## src/rtl/lcc_pkg.sv

```systemverilog
// Constants, carrier types and state codes for the charge cycle controller
// Summary of operation
// - Cycle starting with battery below 2.9V uses trickle current, one tenth of programmed.
// - Battery low for 1.125 hr: declare defective, end cycle, pulse status 2Hz 75%.
// - Battery rising above 2.9V restarts the charge cycle.
// - Shutdown input high or supply absent keeps charger disabled in shutdown.
// - Status output pulls down while a charge cycle runs, barring listed exceptions.
// - Status goes high impedance below tenth current or while charger disabled.
// - Termination timer expiry at 4.5 hrs ends cycle, status high impedance.
// - Tenth current caused by input sag outside voltage mode keeps status pulled down.
// - Each cycle start ramps commanded current up from zero to its full or trickle level; a full-scale ramp takes about 180us.
// - Timer starts only with supply valid, above battery, and leaving shutdown.
// - Power-up or leaving shutdown loads the time limit with 4.5 hours.
// - After termination, recharge comparator is watched through a 2ms filter.
// - Filtered battery below 4.1V after termination starts new cycle, 2.25 hour limit.
// - Recharge cycles pull status down until tenth current or termination.
// - Hot or cold comparator trip enters hold mode.
// - Hold freezes timer and stops charging until temperature is valid again.
// - Hold pulses status 2Hz 25% unless charge finished or battery defective.
// - Grounded thermistor sense disables temperature qualification and hold.
// - Charger stays off while input undervoltage flag is active.
package lcc_pkg;

    // ****************************************
    // Timing
    // ****************************************
    localparam int unsigned CLK_HZ           = 25_000_000;
    localparam int unsigned CYC_PER_MS       = CLK_HZ / 1000;
    localparam int unsigned SOFTSTART_US     = 180;
    localparam int unsigned SOFTSTART_CYC    = (CLK_HZ / 1_000_000) * SOFTSTART_US;
    localparam int unsigned MS_PER_SEC       = 1000;
    localparam int unsigned FILTER_MS        = 2;
    localparam int unsigned PULSE_HZ         = 2;
    localparam int unsigned PULSE_PERIOD_MS  = MS_PER_SEC / PULSE_HZ;
    localparam int unsigned DEFECT_DUTY_PCT  = 75;
    localparam int unsigned HOLD_DUTY_PCT    = 25;
    localparam int unsigned DEFECT_LOW_MS    = PULSE_PERIOD_MS * DEFECT_DUTY_PCT / 100;
    localparam int unsigned HOLD_LOW_MS      = PULSE_PERIOD_MS * HOLD_DUTY_PCT / 100;
    localparam int unsigned TIMER_FULL_MIN   = 270;
    localparam int unsigned TIMER_RECHG_MIN  = 135;
    localparam int unsigned TIMER_FULL_S     = TIMER_FULL_MIN * 60;
    localparam int unsigned TIMER_RECHG_S    = TIMER_RECHG_MIN * 60;
    localparam int unsigned TRICKLE_LIMIT_S  = TIMER_FULL_S / 4;

    // ****************************************
    // Widths and levels
    // ****************************************
    localparam int unsigned CYC_W            = 16;
    localparam int unsigned MS_W             = 10;
    localparam int unsigned TIMER_W          = 15;
    localparam int unsigned FILT_W           = 4;
    localparam int unsigned CMD_W            = 8;
    localparam int unsigned TRICKLE_PCT      = 10;
    localparam logic [7:0]  CMD_FULL         = 8'hff;
    localparam logic [7:0]  CMD_TRICKLE      = 8'((255 * TRICKLE_PCT) / 100);
    localparam int unsigned RAMP_STEPS       = 256;

    // ****************************************
    // Register map
    // ****************************************
    localparam int unsigned ADDR_W           = 4;
    localparam logic [3:0]  REG_CTRL         = 4'h0;
    localparam logic [3:0]  REG_STATUS       = 4'h4;
    localparam logic [3:0]  REG_TIMER        = 4'h8;
    localparam logic [3:0]  REG_TRICKLE      = 4'hc;
    localparam int unsigned CTRL_SHDN_BIT    = 0;
    localparam int unsigned CTRL_NTC_DIS_BIT = 1;
    localparam logic [1:0]  CTRL_RESET       = 2'h0;
    localparam int unsigned ST_STATE_LSB     = 0;
    localparam int unsigned ST_TRICKLE_BIT   = 3;
    localparam int unsigned ST_RECHG_BIT     = 4;
    localparam int unsigned ST_TENTH_BIT     = 5;
    localparam int unsigned ST_CHARGING_BIT  = 6;
    localparam int unsigned ST_PIN_BIT       = 7;

    // ****************************************
    // Types
    // ****************************************
    typedef struct packed {
        logic battery_low;
        logic recharge_low;
        logic input_uv;
        logic cv_mode;
        logic below_tenth;
        logic temp_hot;
        logic temp_cold;
        logic temp_sense_grounded;
    } lcc_flags_type;

    typedef enum logic [2:0] {
        LCC_SHUTDOWN,
        LCC_CHARGE,
        LCC_HOLD,
        LCC_DONE,
        LCC_DEFECT
    } lcc_state_type;

endpackage

```

## src/rtl/lcc_charge_ctrl.sv

```systemverilog
// Charge cycle sequencer with status pin driver and Avalon-MM register slave
//
// Chosen here: the register offsets and the Avalon-MM slave port.
`timescale 1ns/1ps
module lcc_charge_ctrl #(
    parameter int unsigned CYC_PER_MS      = lcc_pkg::CYC_PER_MS,
    parameter int unsigned SOFTSTART_CYC   = lcc_pkg::SOFTSTART_CYC,
    parameter int unsigned TIMER_FULL_S    = lcc_pkg::TIMER_FULL_S,
    parameter int unsigned TIMER_RECHG_S   = lcc_pkg::TIMER_RECHG_S,
    parameter int unsigned TRICKLE_LIMIT_S = lcc_pkg::TRICKLE_LIMIT_S
) (
    input  wire logic                  sys_clk_i,
    input  wire logic                  nrst_i,
    input  wire lcc_pkg::lcc_flags_type flags_i,
    input  wire logic                  charger_shutdown_in_i,
    input  wire logic                  charge_status_out_i,
    output logic                       charge_status_out_o,
    output logic                       charge_status_out_oe_o,
    output logic                       charge_enable_o,
    output logic                       trickle_o,
    output logic [7:0]                 current_cmd_o,
    input  wire logic [3:0]            avs_address_i,
    input  wire logic                  avs_read_i,
    input  wire logic                  avs_write_i,
    input  wire logic [31:0]           avs_writedata_i,
    input  wire logic [3:0]            avs_byteenable_i,
    output logic [31:0]                avs_readdata_o,
    output logic                       avs_waitrequest_o
);

    // ****************************************
    // Derived constants
    // ****************************************
    localparam logic [15:0] CYC_LAST     = 16'(CYC_PER_MS - 1);
    localparam logic [9:0]  PERIOD_LAST  = 10'(lcc_pkg::PULSE_PERIOD_MS - 1);
    localparam logic [9:0]  SEC_LAST     = 10'(lcc_pkg::MS_PER_SEC - 1);
    localparam logic [9:0]  DEFECT_LOW   = 10'(lcc_pkg::DEFECT_LOW_MS);
    localparam logic [9:0]  HOLD_LOW     = 10'(lcc_pkg::HOLD_LOW_MS);
    localparam logic [14:0] TIMER_FULL   = 15'(TIMER_FULL_S);
    localparam logic [14:0] TIMER_RECHG  = 15'(TIMER_RECHG_S);
    localparam logic [14:0] TRICKLE_LAST = 15'(TRICKLE_LIMIT_S - 1);
    localparam logic [3:0]  FILT_DONE    = 4'(lcc_pkg::FILTER_MS);
    // Rounded down, but at least 1, so the full ramp takes no longer than the soft-start time when that is 255 cycles or more
    localparam int unsigned RAMP_DIV     = (SOFTSTART_CYC / lcc_pkg::RAMP_STEPS) > 0 ?
                                           (SOFTSTART_CYC / lcc_pkg::RAMP_STEPS) : 1;
    localparam logic [12:0] RAMP_LAST    = 13'(RAMP_DIV - 1);

    // ****************************************
    // Timebase
    // ****************************************
    logic [15:0] cyc_cnt;
    logic [15:0] next_cyc_cnt;
    logic        ms_tick;
    logic        next_ms_tick;
    logic [9:0]  pulse_ms;
    logic [9:0]  next_pulse_ms;
    logic [9:0]  sec_ms;
    logic [9:0]  next_sec_ms;
    logic        sec_tick;
    logic        next_sec_tick;

    always_comb begin
        next_cyc_cnt  = cyc_cnt + 16'h0001;
        next_ms_tick  = 1'b0;
        next_pulse_ms = pulse_ms;
        next_sec_ms   = sec_ms;
        next_sec_tick = 1'b0;
        if (cyc_cnt >= CYC_LAST) begin
            next_cyc_cnt = 16'h0000;
            next_ms_tick = 1'b1;
        end
        if (ms_tick) begin
            next_pulse_ms = (pulse_ms >= PERIOD_LAST) ? 10'h000 : pulse_ms + 10'h001;
            if (sec_ms >= SEC_LAST) begin
                next_sec_ms   = 10'h000;
                next_sec_tick = 1'b1;
            end else begin
                next_sec_ms = sec_ms + 10'h001;
            end
        end
    end

    always_ff @(posedge sys_clk_i or negedge nrst_i) begin
        if (!nrst_i) begin
            cyc_cnt  <= 16'h0000;
            ms_tick  <= 1'b0;
            pulse_ms <= 10'h000;
            sec_ms   <= 10'h000;
            sec_tick <= 1'b0;
        end else begin
            cyc_cnt  <= next_cyc_cnt;
            ms_tick  <= next_ms_tick;
            pulse_ms <= next_pulse_ms;
            sec_ms   <= next_sec_ms;
            sec_tick <= next_sec_tick;
        end
    end

    // ****************************************
    // Charge sequencer
    // ****************************************
    lcc_pkg::lcc_state_type state;
    lcc_pkg::lcc_state_type next_state;
    logic [14:0] timer;
    logic [14:0] next_timer;
    logic [14:0] trickle_s;
    logic [14:0] next_trickle_s;
    logic [3:0]  filt;
    logic [3:0]  next_filt;
    logic        recharge;
    logic        next_recharge;
    logic        tenth;
    logic        next_tenth;
    logic        bat_low_q;
    logic [7:0]  level;
    logic [7:0]  next_level;
    logic [12:0] ramp_div;
    logic [12:0] next_ramp_div;
    logic        next_status_oe;
    logic        status_oe;
    logic        charge_en;
    logic        next_charge_en;
    logic        trickle;
    logic        next_trickle;
    logic [1:0]  ctrl;
    logic        shutdown_req;
    logic        temp_bad;
    logic        bat_rise;
    logic [7:0]  target;

    always_comb begin
        // shutdown pin, soft shutdown or no supply
        shutdown_req   = charger_shutdown_in_i | ctrl[lcc_pkg::CTRL_SHDN_BIT] | flags_i.input_uv;
        temp_bad       = (flags_i.temp_hot | flags_i.temp_cold) & ~flags_i.temp_sense_grounded &
                         ~ctrl[lcc_pkg::CTRL_NTC_DIS_BIT];
        // Delay flop resets low, so a battery that is not low at power-up is not taken as a rise
        bat_rise       = bat_low_q & ~flags_i.battery_low;
        next_state     = state;
        next_timer     = timer;
        next_trickle_s = trickle_s;
        next_filt      = 4'h0;
        next_recharge  = recharge;
        next_tenth     = tenth;
        next_level     = level;
        next_ramp_div  = 13'h0000;
        target         = flags_i.battery_low ? lcc_pkg::CMD_TRICKLE : lcc_pkg::CMD_FULL;
        case (state)
            lcc_pkg::LCC_SHUTDOWN: begin
                next_timer     = TIMER_FULL;
                next_trickle_s = 15'h0000;
                next_recharge  = 1'b0;
                next_tenth     = 1'b0;
                next_level     = 8'h00;
                if (!shutdown_req) begin
                    next_state = lcc_pkg::LCC_CHARGE;
                end
            end
            lcc_pkg::LCC_CHARGE: begin
                // tenth point only counts in voltage mode
                if (flags_i.below_tenth && flags_i.cv_mode) begin
                    next_tenth = 1'b1;
                end
                if (level > target) begin
                    next_level = target;
                end else if (level < target) begin
                    next_ramp_div = ramp_div + 13'h0001;
                    if (ramp_div >= RAMP_LAST) begin
                        next_ramp_div = 13'h0000;
                        next_level    = level + 8'h01;
                    end
                end
                if (sec_tick && timer != 15'h0000) begin
                    next_timer = timer - 15'h0001;
                end
                if (temp_bad) begin
                    next_state = lcc_pkg::LCC_HOLD;
                    next_timer = timer;
                end else if (timer == 15'h0000) begin
                    next_state = lcc_pkg::LCC_DONE;
                end else if (bat_rise) begin
                    next_timer     = TIMER_FULL;
                    next_trickle_s = 15'h0000;
                    next_tenth     = 1'b0;
                    next_recharge  = 1'b0;
                    next_level     = 8'h00;
                    next_ramp_div  = 13'h0000;
                end else if (flags_i.battery_low && sec_tick) begin
                    if (trickle_s >= TRICKLE_LAST) begin
                        next_state = lcc_pkg::LCC_DEFECT;
                    end else begin
                        next_trickle_s = trickle_s + 15'h0001;
                    end
                end
            end
            lcc_pkg::LCC_HOLD: begin
                next_level = 8'h00;
                if (!temp_bad) begin
                    next_state = lcc_pkg::LCC_CHARGE;
                end
            end
            lcc_pkg::LCC_DONE: begin
                next_level = 8'h00;
                // 2ms qualification of the recharge comparator
                if (flags_i.recharge_low) begin
                    next_filt = ms_tick ? filt + 4'h1 : filt;
                end
                if (next_filt >= FILT_DONE) begin
                    next_filt      = 4'h0;
                    next_state     = lcc_pkg::LCC_CHARGE;
                    next_timer     = TIMER_RECHG;
                    next_trickle_s = 15'h0000;
                    next_recharge  = 1'b1;
                    next_tenth     = 1'b0;
                end
            end
            lcc_pkg::LCC_DEFECT: begin
                next_level = 8'h00;
                if (bat_rise) begin
                    next_state     = lcc_pkg::LCC_CHARGE;
                    next_timer     = TIMER_FULL;
                    next_trickle_s = 15'h0000;
                    next_tenth     = 1'b0;
                end
            end
            default: begin
                next_state = lcc_pkg::LCC_SHUTDOWN;
            end
        endcase
        // no cycle starts hot or cold
        if (temp_bad && next_state == lcc_pkg::LCC_CHARGE) begin
            next_state = lcc_pkg::LCC_HOLD;
        end
        if (shutdown_req) begin
            next_state = lcc_pkg::LCC_SHUTDOWN;
        end
        next_trickle   = (next_state == lcc_pkg::LCC_CHARGE) & flags_i.battery_low;
        next_charge_en = (next_state == lcc_pkg::LCC_CHARGE);
        if (next_state != lcc_pkg::LCC_CHARGE) begin
            next_level = 8'h00;
        end
        case (next_state)
            // recharge pulls down until tenth point
            lcc_pkg::LCC_CHARGE: begin
                next_status_oe = ~next_tenth;
            end
            lcc_pkg::LCC_HOLD: begin
                next_status_oe = ~next_tenth & (next_pulse_ms < HOLD_LOW);
            end
            lcc_pkg::LCC_DEFECT: begin
                next_status_oe = (next_pulse_ms < DEFECT_LOW);
            end
            default: begin
                next_status_oe = 1'b0;
            end
        endcase
    end

    always_ff @(posedge sys_clk_i or negedge nrst_i) begin
        if (!nrst_i) begin
            state     <= lcc_pkg::LCC_SHUTDOWN;
            timer     <= 15'h0000;
            trickle_s <= 15'h0000;
            filt      <= 4'h0;
            recharge  <= 1'b0;
            tenth     <= 1'b0;
            bat_low_q <= 1'b0;
            level     <= 8'h00;
            ramp_div  <= 13'h0000;
            status_oe <= 1'b0;
            charge_en <= 1'b0;
            trickle   <= 1'b0;
        end else begin
            state     <= next_state;
            timer     <= next_timer;
            trickle_s <= next_trickle_s;
            filt      <= next_filt;
            recharge  <= next_recharge;
            tenth     <= next_tenth;
            bat_low_q <= flags_i.battery_low;
            level     <= next_level;
            ramp_div  <= next_ramp_div;
            status_oe <= next_status_oe;
            charge_en <= next_charge_en;
            trickle   <= next_trickle;
        end
    end

    // Open drain: data stays low, only the enable moves
    assign charge_status_out_o    = 1'b0;
    assign charge_status_out_oe_o = status_oe;
    assign charge_enable_o        = charge_en;
    assign trickle_o              = trickle;
    assign current_cmd_o          = level;

    // ****************************************
    // Register slave
    // ****************************************
    logic        wait_q;
    logic        next_wait;
    logic [31:0] rdata;
    logic [31:0] next_rdata;
    logic [1:0]  next_ctrl;

    // One wait cycle per access keeps read data a clean flop output
    always_comb begin
        next_wait  = 1'b1;
        next_rdata = rdata;
        next_ctrl  = ctrl;
        if ((avs_read_i || avs_write_i) && wait_q) begin
            next_wait = 1'b0;
            if (avs_write_i && avs_address_i == lcc_pkg::REG_CTRL && avs_byteenable_i[0]) begin
                next_ctrl = avs_writedata_i[1:0];
            end
            if (avs_read_i) begin
                next_rdata = 32'h0000_0000;
                case (avs_address_i)
                    lcc_pkg::REG_CTRL: begin
                        next_rdata[1:0] = ctrl;
                    end
                    lcc_pkg::REG_STATUS: begin
                        next_rdata[2:0]                      = state;
                        next_rdata[lcc_pkg::ST_TRICKLE_BIT]  = trickle;
                        next_rdata[lcc_pkg::ST_RECHG_BIT]    = recharge;
                        next_rdata[lcc_pkg::ST_TENTH_BIT]    = tenth;
                        next_rdata[lcc_pkg::ST_CHARGING_BIT] = charge_en;
                        next_rdata[lcc_pkg::ST_PIN_BIT]      = charge_status_out_i;
                    end
                    lcc_pkg::REG_TIMER: begin
                        next_rdata[14:0] = timer;
                    end
                    lcc_pkg::REG_TRICKLE: begin
                        next_rdata[14:0] = trickle_s;
                    end
                    default: begin
                        next_rdata = 32'h0000_0000;
                    end
                endcase
            end
        end
    end

    always_ff @(posedge sys_clk_i or negedge nrst_i) begin
        if (!nrst_i) begin
            wait_q <= 1'b1;
            rdata  <= 32'h0000_0000;
            ctrl   <= lcc_pkg::CTRL_RESET;
        end else begin
            wait_q <= next_wait;
            rdata  <= next_rdata;
            ctrl   <= next_ctrl;
        end
    end

    assign avs_waitrequest_o = wait_q;
    assign avs_readdata_o    = rdata;

endmodule

```

## config.mk

```make
export PLATFORM = sky130hd
export DESIGN_NAME = lcc_charge_ctrl
export DESIGN_NICKNAME = d
export VERILOG_FILES = /design/src/rtl/lcc_pkg.sv /design/src/rtl/lcc_charge_ctrl.sv
export SDC_FILE = /design/constraint.sdc
export NUM_CORES = 1
export LEC_CHECK = 0
export BUFFER_PORTS_ARGS = -buffer_cell sky130_fd_sc_hd__buf_2
export CAP_MARGIN = 20
export CORE_MARGIN = 3
export CORE_UTILIZATION = 38
export DETAILED_ROUTE_END_ITERATION = 12
export SYNTH_ARGS = -nofsm -noshare
export SYNTH_HDL_FRONTEND = slang
export SYNTH_SLANG_ARGS = --single-unit
```

## constraint.sdc

```tcl
create_clock -name sys_clk_i -period 6.32 [get_ports sys_clk_i]
set_clock_uncertainty 0.1 [all_clocks]
set_input_delay 0.632 -clock sys_clk_i [delete_from_list [all_inputs] [get_ports sys_clk_i]]
set_output_delay 0.632 -clock sys_clk_i [all_outputs]
set_load 0.01 [all_outputs]
```

==> flow_metrics.env <==
export IMPL_die_area_sq_mm=0.0184
export IMPL_cp_depth=7
export IMPL_htreeDepth=4
export IMPL_hold_violations=0
export IMPL_drtAntennaViolNets=0
export IMPL_via_count=5082
export IMPL_drtPass1Iterations=7
export IMPL_ys_warn_count=0
export IMPL_grt_pass1_vias=4983
export IMPL_status="completed"
export IMPL_final_nets=792
export IMPL_drt_iter0_drc=305
export IMPL_slowest_stage="dfrtp_1"
export IMPL_final_cell_mix="119 x dfrtp_1, 75 x nor2_1, 57 x nand2_1"
export IMPL_ir_worst_vdd_uv=179
export IMPL_grt_antenna_before_repair=0
export IMPL_muxShareOfSynthArea=0.0243
export IMPL_ys_async_sr_fraction=1.00
export IMPL_rr_worst_depth=7
export IMPL_synthSimpleGateAreaFrac=0.208
export IMPL_die_h_um=136
export IMPL_critPathBufInv=0
export IMPL_path_cells="nand4_1 -> xnor2_1 -> a211oi_1 -> or3_1 -> nor4b_1 -> xnor2_1 -> nand2_1"
export IMPL_layout_commonest_cell="dfrtp_1"
export IMPL_num_rows=46
export IMPL_cp_start_kind="flop"
export IMPL_route_detailed_drc=0
export IMPL_cp_max_fo=25
export IMPL_gp_congestion=0.886
export IMPL_cts_sinks=120
export IMPL_synth_top_family_by_area="simple AND/OR/NAND/NOR gates"
export IMPL_fillerInstances=1530
export IMPL_crit_top_cell="xnor2_1"
export IMPL_setup_viol=0
export IMPL_grt_ovfl_total=0
export IMPL_cp_end_kind="flop"
export IMPL_insertion_delay_ps=420
export IMPL_port_buffers=47
export IMPL_die_w_um=136
export IMPL_synth_area_sq_mm=0.00639
export IMPL_clk_transition_reported_paths_ps=50
export IMPL_syn_avg_cell_area_sq_um=9.55
export IMPL_tightest_slew_ps=786
export IMPL_start_util=0.395
export IMPL_tns_ps=0
export IMPL_leakage_nw=3.21
export IMPL_syn_to_final_growth_pct=15.2
export IMPL_cts_buffers=17
export IMPL_synth_xor_xnor_area_share=0.0658
export IMPL_max_freq_mhz=341
export IMPL_synth_cell_types=64
export IMPL_cts_buffer_depth=2
export IMPL_synth_fa_ha_area_frac=0.0294
export IMPL_synth_edf_count=0
export IMPL_seq_area_sq_mm=0.00300
export IMPL_synthCells=669
export IMPL_post_cts_setup_buffers=0
export IMPL_drv_cap=0
export IMPL_critPathTopFamily="simple AND/OR/NAND/NOR gates"
export IMPL_ys_ff_latch=120
export IMPL_cts_root_buf="clkbuf_16"
export IMPL_ctsHoldBuffers=0
export IMPL_required_ps=6510
export IMPL_cp_arrival_ps=3130
export IMPL_instances_no_fill=952
export IMPL_dp_hpwl_um=10200
export IMPL_final_min_clock_period_ps=2940
export IMPL_dp_cells=919
export IMPL_placed_area_sq_mm=0.00678
export IMPL_synth_seq_area_share=0.470
export IMPL_path_class="reg2reg"
export IMPL_synthFlopType="dfrtp_1"
export IMPL_p_per_area_mw_per_mm2=271
export IMPL_final_layout_size_suffix_gt1_frac=0.148
export IMPL_synth_compound_area_frac=0.150
export IMPL_multiInputGateArea_sq_mm=0.00316
export IMPL_cpPeakStageDelay_ps=790
export IMPL_ctsResizeCount=0
export IMPL_drt_wl_total_um=14300
export IMPL_slew_viol_final=0
export IMPL_grt_pass1_wl_um=24200
export IMPL_post_drt_wl_per_cell_um=15.1
export IMPL_grt_max_degree=85
export IMPL_core_area_sq_mm=0.0162
export IMPL_n_antenna_cell=0
export IMPL_cts_tree="built"
export IMPL_slew_headroom=0.472
export IMPL_via_per_inst=5.34
export IMPL_postLayoutCellArea_sq_mm=0.00736
export IMPL_ios=99
export IMPL_final_core_util=0.455
export IMPL_min_period_over_period=0.464
export IMPL_rsz0062_at_grt="false"
export IMPL_grtUsageTotal=0.165
export IMPL_worstHoldPathType="in2async"
## kinds of logic after synthesis
logic type	Yosys count
adders and majority gates	15
buffers and inverters	66
DFF	120
and+or+nand+nor	267
xor gates and xnor gates	48
other	1
AOI/OAI and AO/OA	140
muxes	12
## worst reg2reg max path: cells and delay by family (launching register included)
family,cells,cell delay (ps)
flip-flops,1,790
XOR/XNOR,2,380
AND/OR/NAND/NOR,4,1440
AO/OA/AOI/OAI,1,110
## registers in the layout, indices dropped and copies added, names as in the netlist, 2 cells and up
register and count:
avs_readdata_o 15, ctrl 2, current_cmd_o 8, cyc_cnt 16, filt 4, pulse_ms 10
ramp_div 13, sec_ms 10, state 3, timer 15, trickle_s 15
## metal layers
metal | track usage | up-vias | part of all wire
li1 | - | 2455 | -
met5 | 0 | - | 0
met4 | 0.0532 | 0 | 0.013
met2 | 0.267 | 116 | 0.48
met1 | 0.211 | 2495 | 0.45
met3 | 0.0505 | 16 | 0.049
## worst paths after layout
kind | from | endpoint | slack [ps]
hold reg to reg | avs_readdata_o[13]$_DFFE_PN0P_ | avs_readdata_o[13]$_DFFE_PN0P_ | 380
min in group sys_clk_i | avs_read_i | avs_waitrequest_o$_DFF_PN1_ | 290
setup / recovery | ms_tick$_DFF_PN0_ | timer[10]$_DFFE_PN0P_ | 3380
setup reg to reg | ms_tick$_DFF_PN0_ | timer[10]$_DFFE_PN0P_ | 3380
hold / removal | nrst_i | avs_readdata_o[7]$_DFFE_PN0P_ | 70
max in group asynchronous | nrst_i | ramp_div[0]$_DFF_PN0_ | 5030
## Yosys cell counts (3+ instances only)
library cell / instances / share of area
nand3_1: 32 / 0.025
nor2_1: 75 / 0.044
nor2b_1: 10 / 0.0098
clkbuf_1: 17 / 0.010
or3_1: 10 / 0.0098
and4_1: 4 / 0.0055
nand2_1: 57 / 0.033
o22ai_1: 4 / 0.0039
a22oi_1: 13 / 0.015
o311a_1: 3 / 0.0047
xor2_1: 29 / 0.040
ha_1: 15 / 0.029
o31ai_1: 7 / 0.0082
a211oi_1: 6 / 0.0070
inv_1: 20 / 0.012
nand4_1: 13 / 0.013
buf_2: 5 / 0.0039
mux2_2: 8 / 0.014
buf_4: 20 / 0.023
nor3_1: 18 / 0.014
dfrtp_1: 119 / 0.47
a31oi_1: 7 / 0.0069
and2_1: 6 / 0.0059
o21ai_0: 40 / 0.031
a21o_1: 3 / 0.0035
a211o_1: 4 / 0.0055
xnor2_1: 19 / 0.026
and3_1: 16 / 0.016
o41ai_1: 3 / 0.0041
buf_1: 3 / 0.0018
nand2b_1: 3 / 0.0029
nor3b_1: 3 / 0.0035
a21oi_1: 25 / 0.020
nor4_1: 8 / 0.0078
## report_power, final
part	internal, mW	total, mW	switching [mW]
logic	0.0851	0.214	0.129
registers	0.819	0.881	0.0617
clock network	0.557	0.900	0.343
total	1.46	1.99	0.534
## layout make-up
cell class,count,share of cell area
multi-input cells,512,0.429
flip-flops and latches,120,0.408
clock buffers,20,0.0620
repair buffers,52,0.0401
well taps,216,0.0367
clock inverters,12,0.0139
inverters,20,0.0102
## per-stage QoR
step | hold slack [ps] | worst slack [ps] | power, mW
after CTS | 77.9 | 3390 | 2.01
after global placement | 362 | 3270 | 1.09
after detailed placement | 367 | 3220 | 1.10
after floorplan | 236 | 3840 | 1.04
after global routing | 94.2 | 3140 | 2.10
final | 65.0 | 3380 | 1.99
No activity file was read; power rests on OpenSTA's default activity.
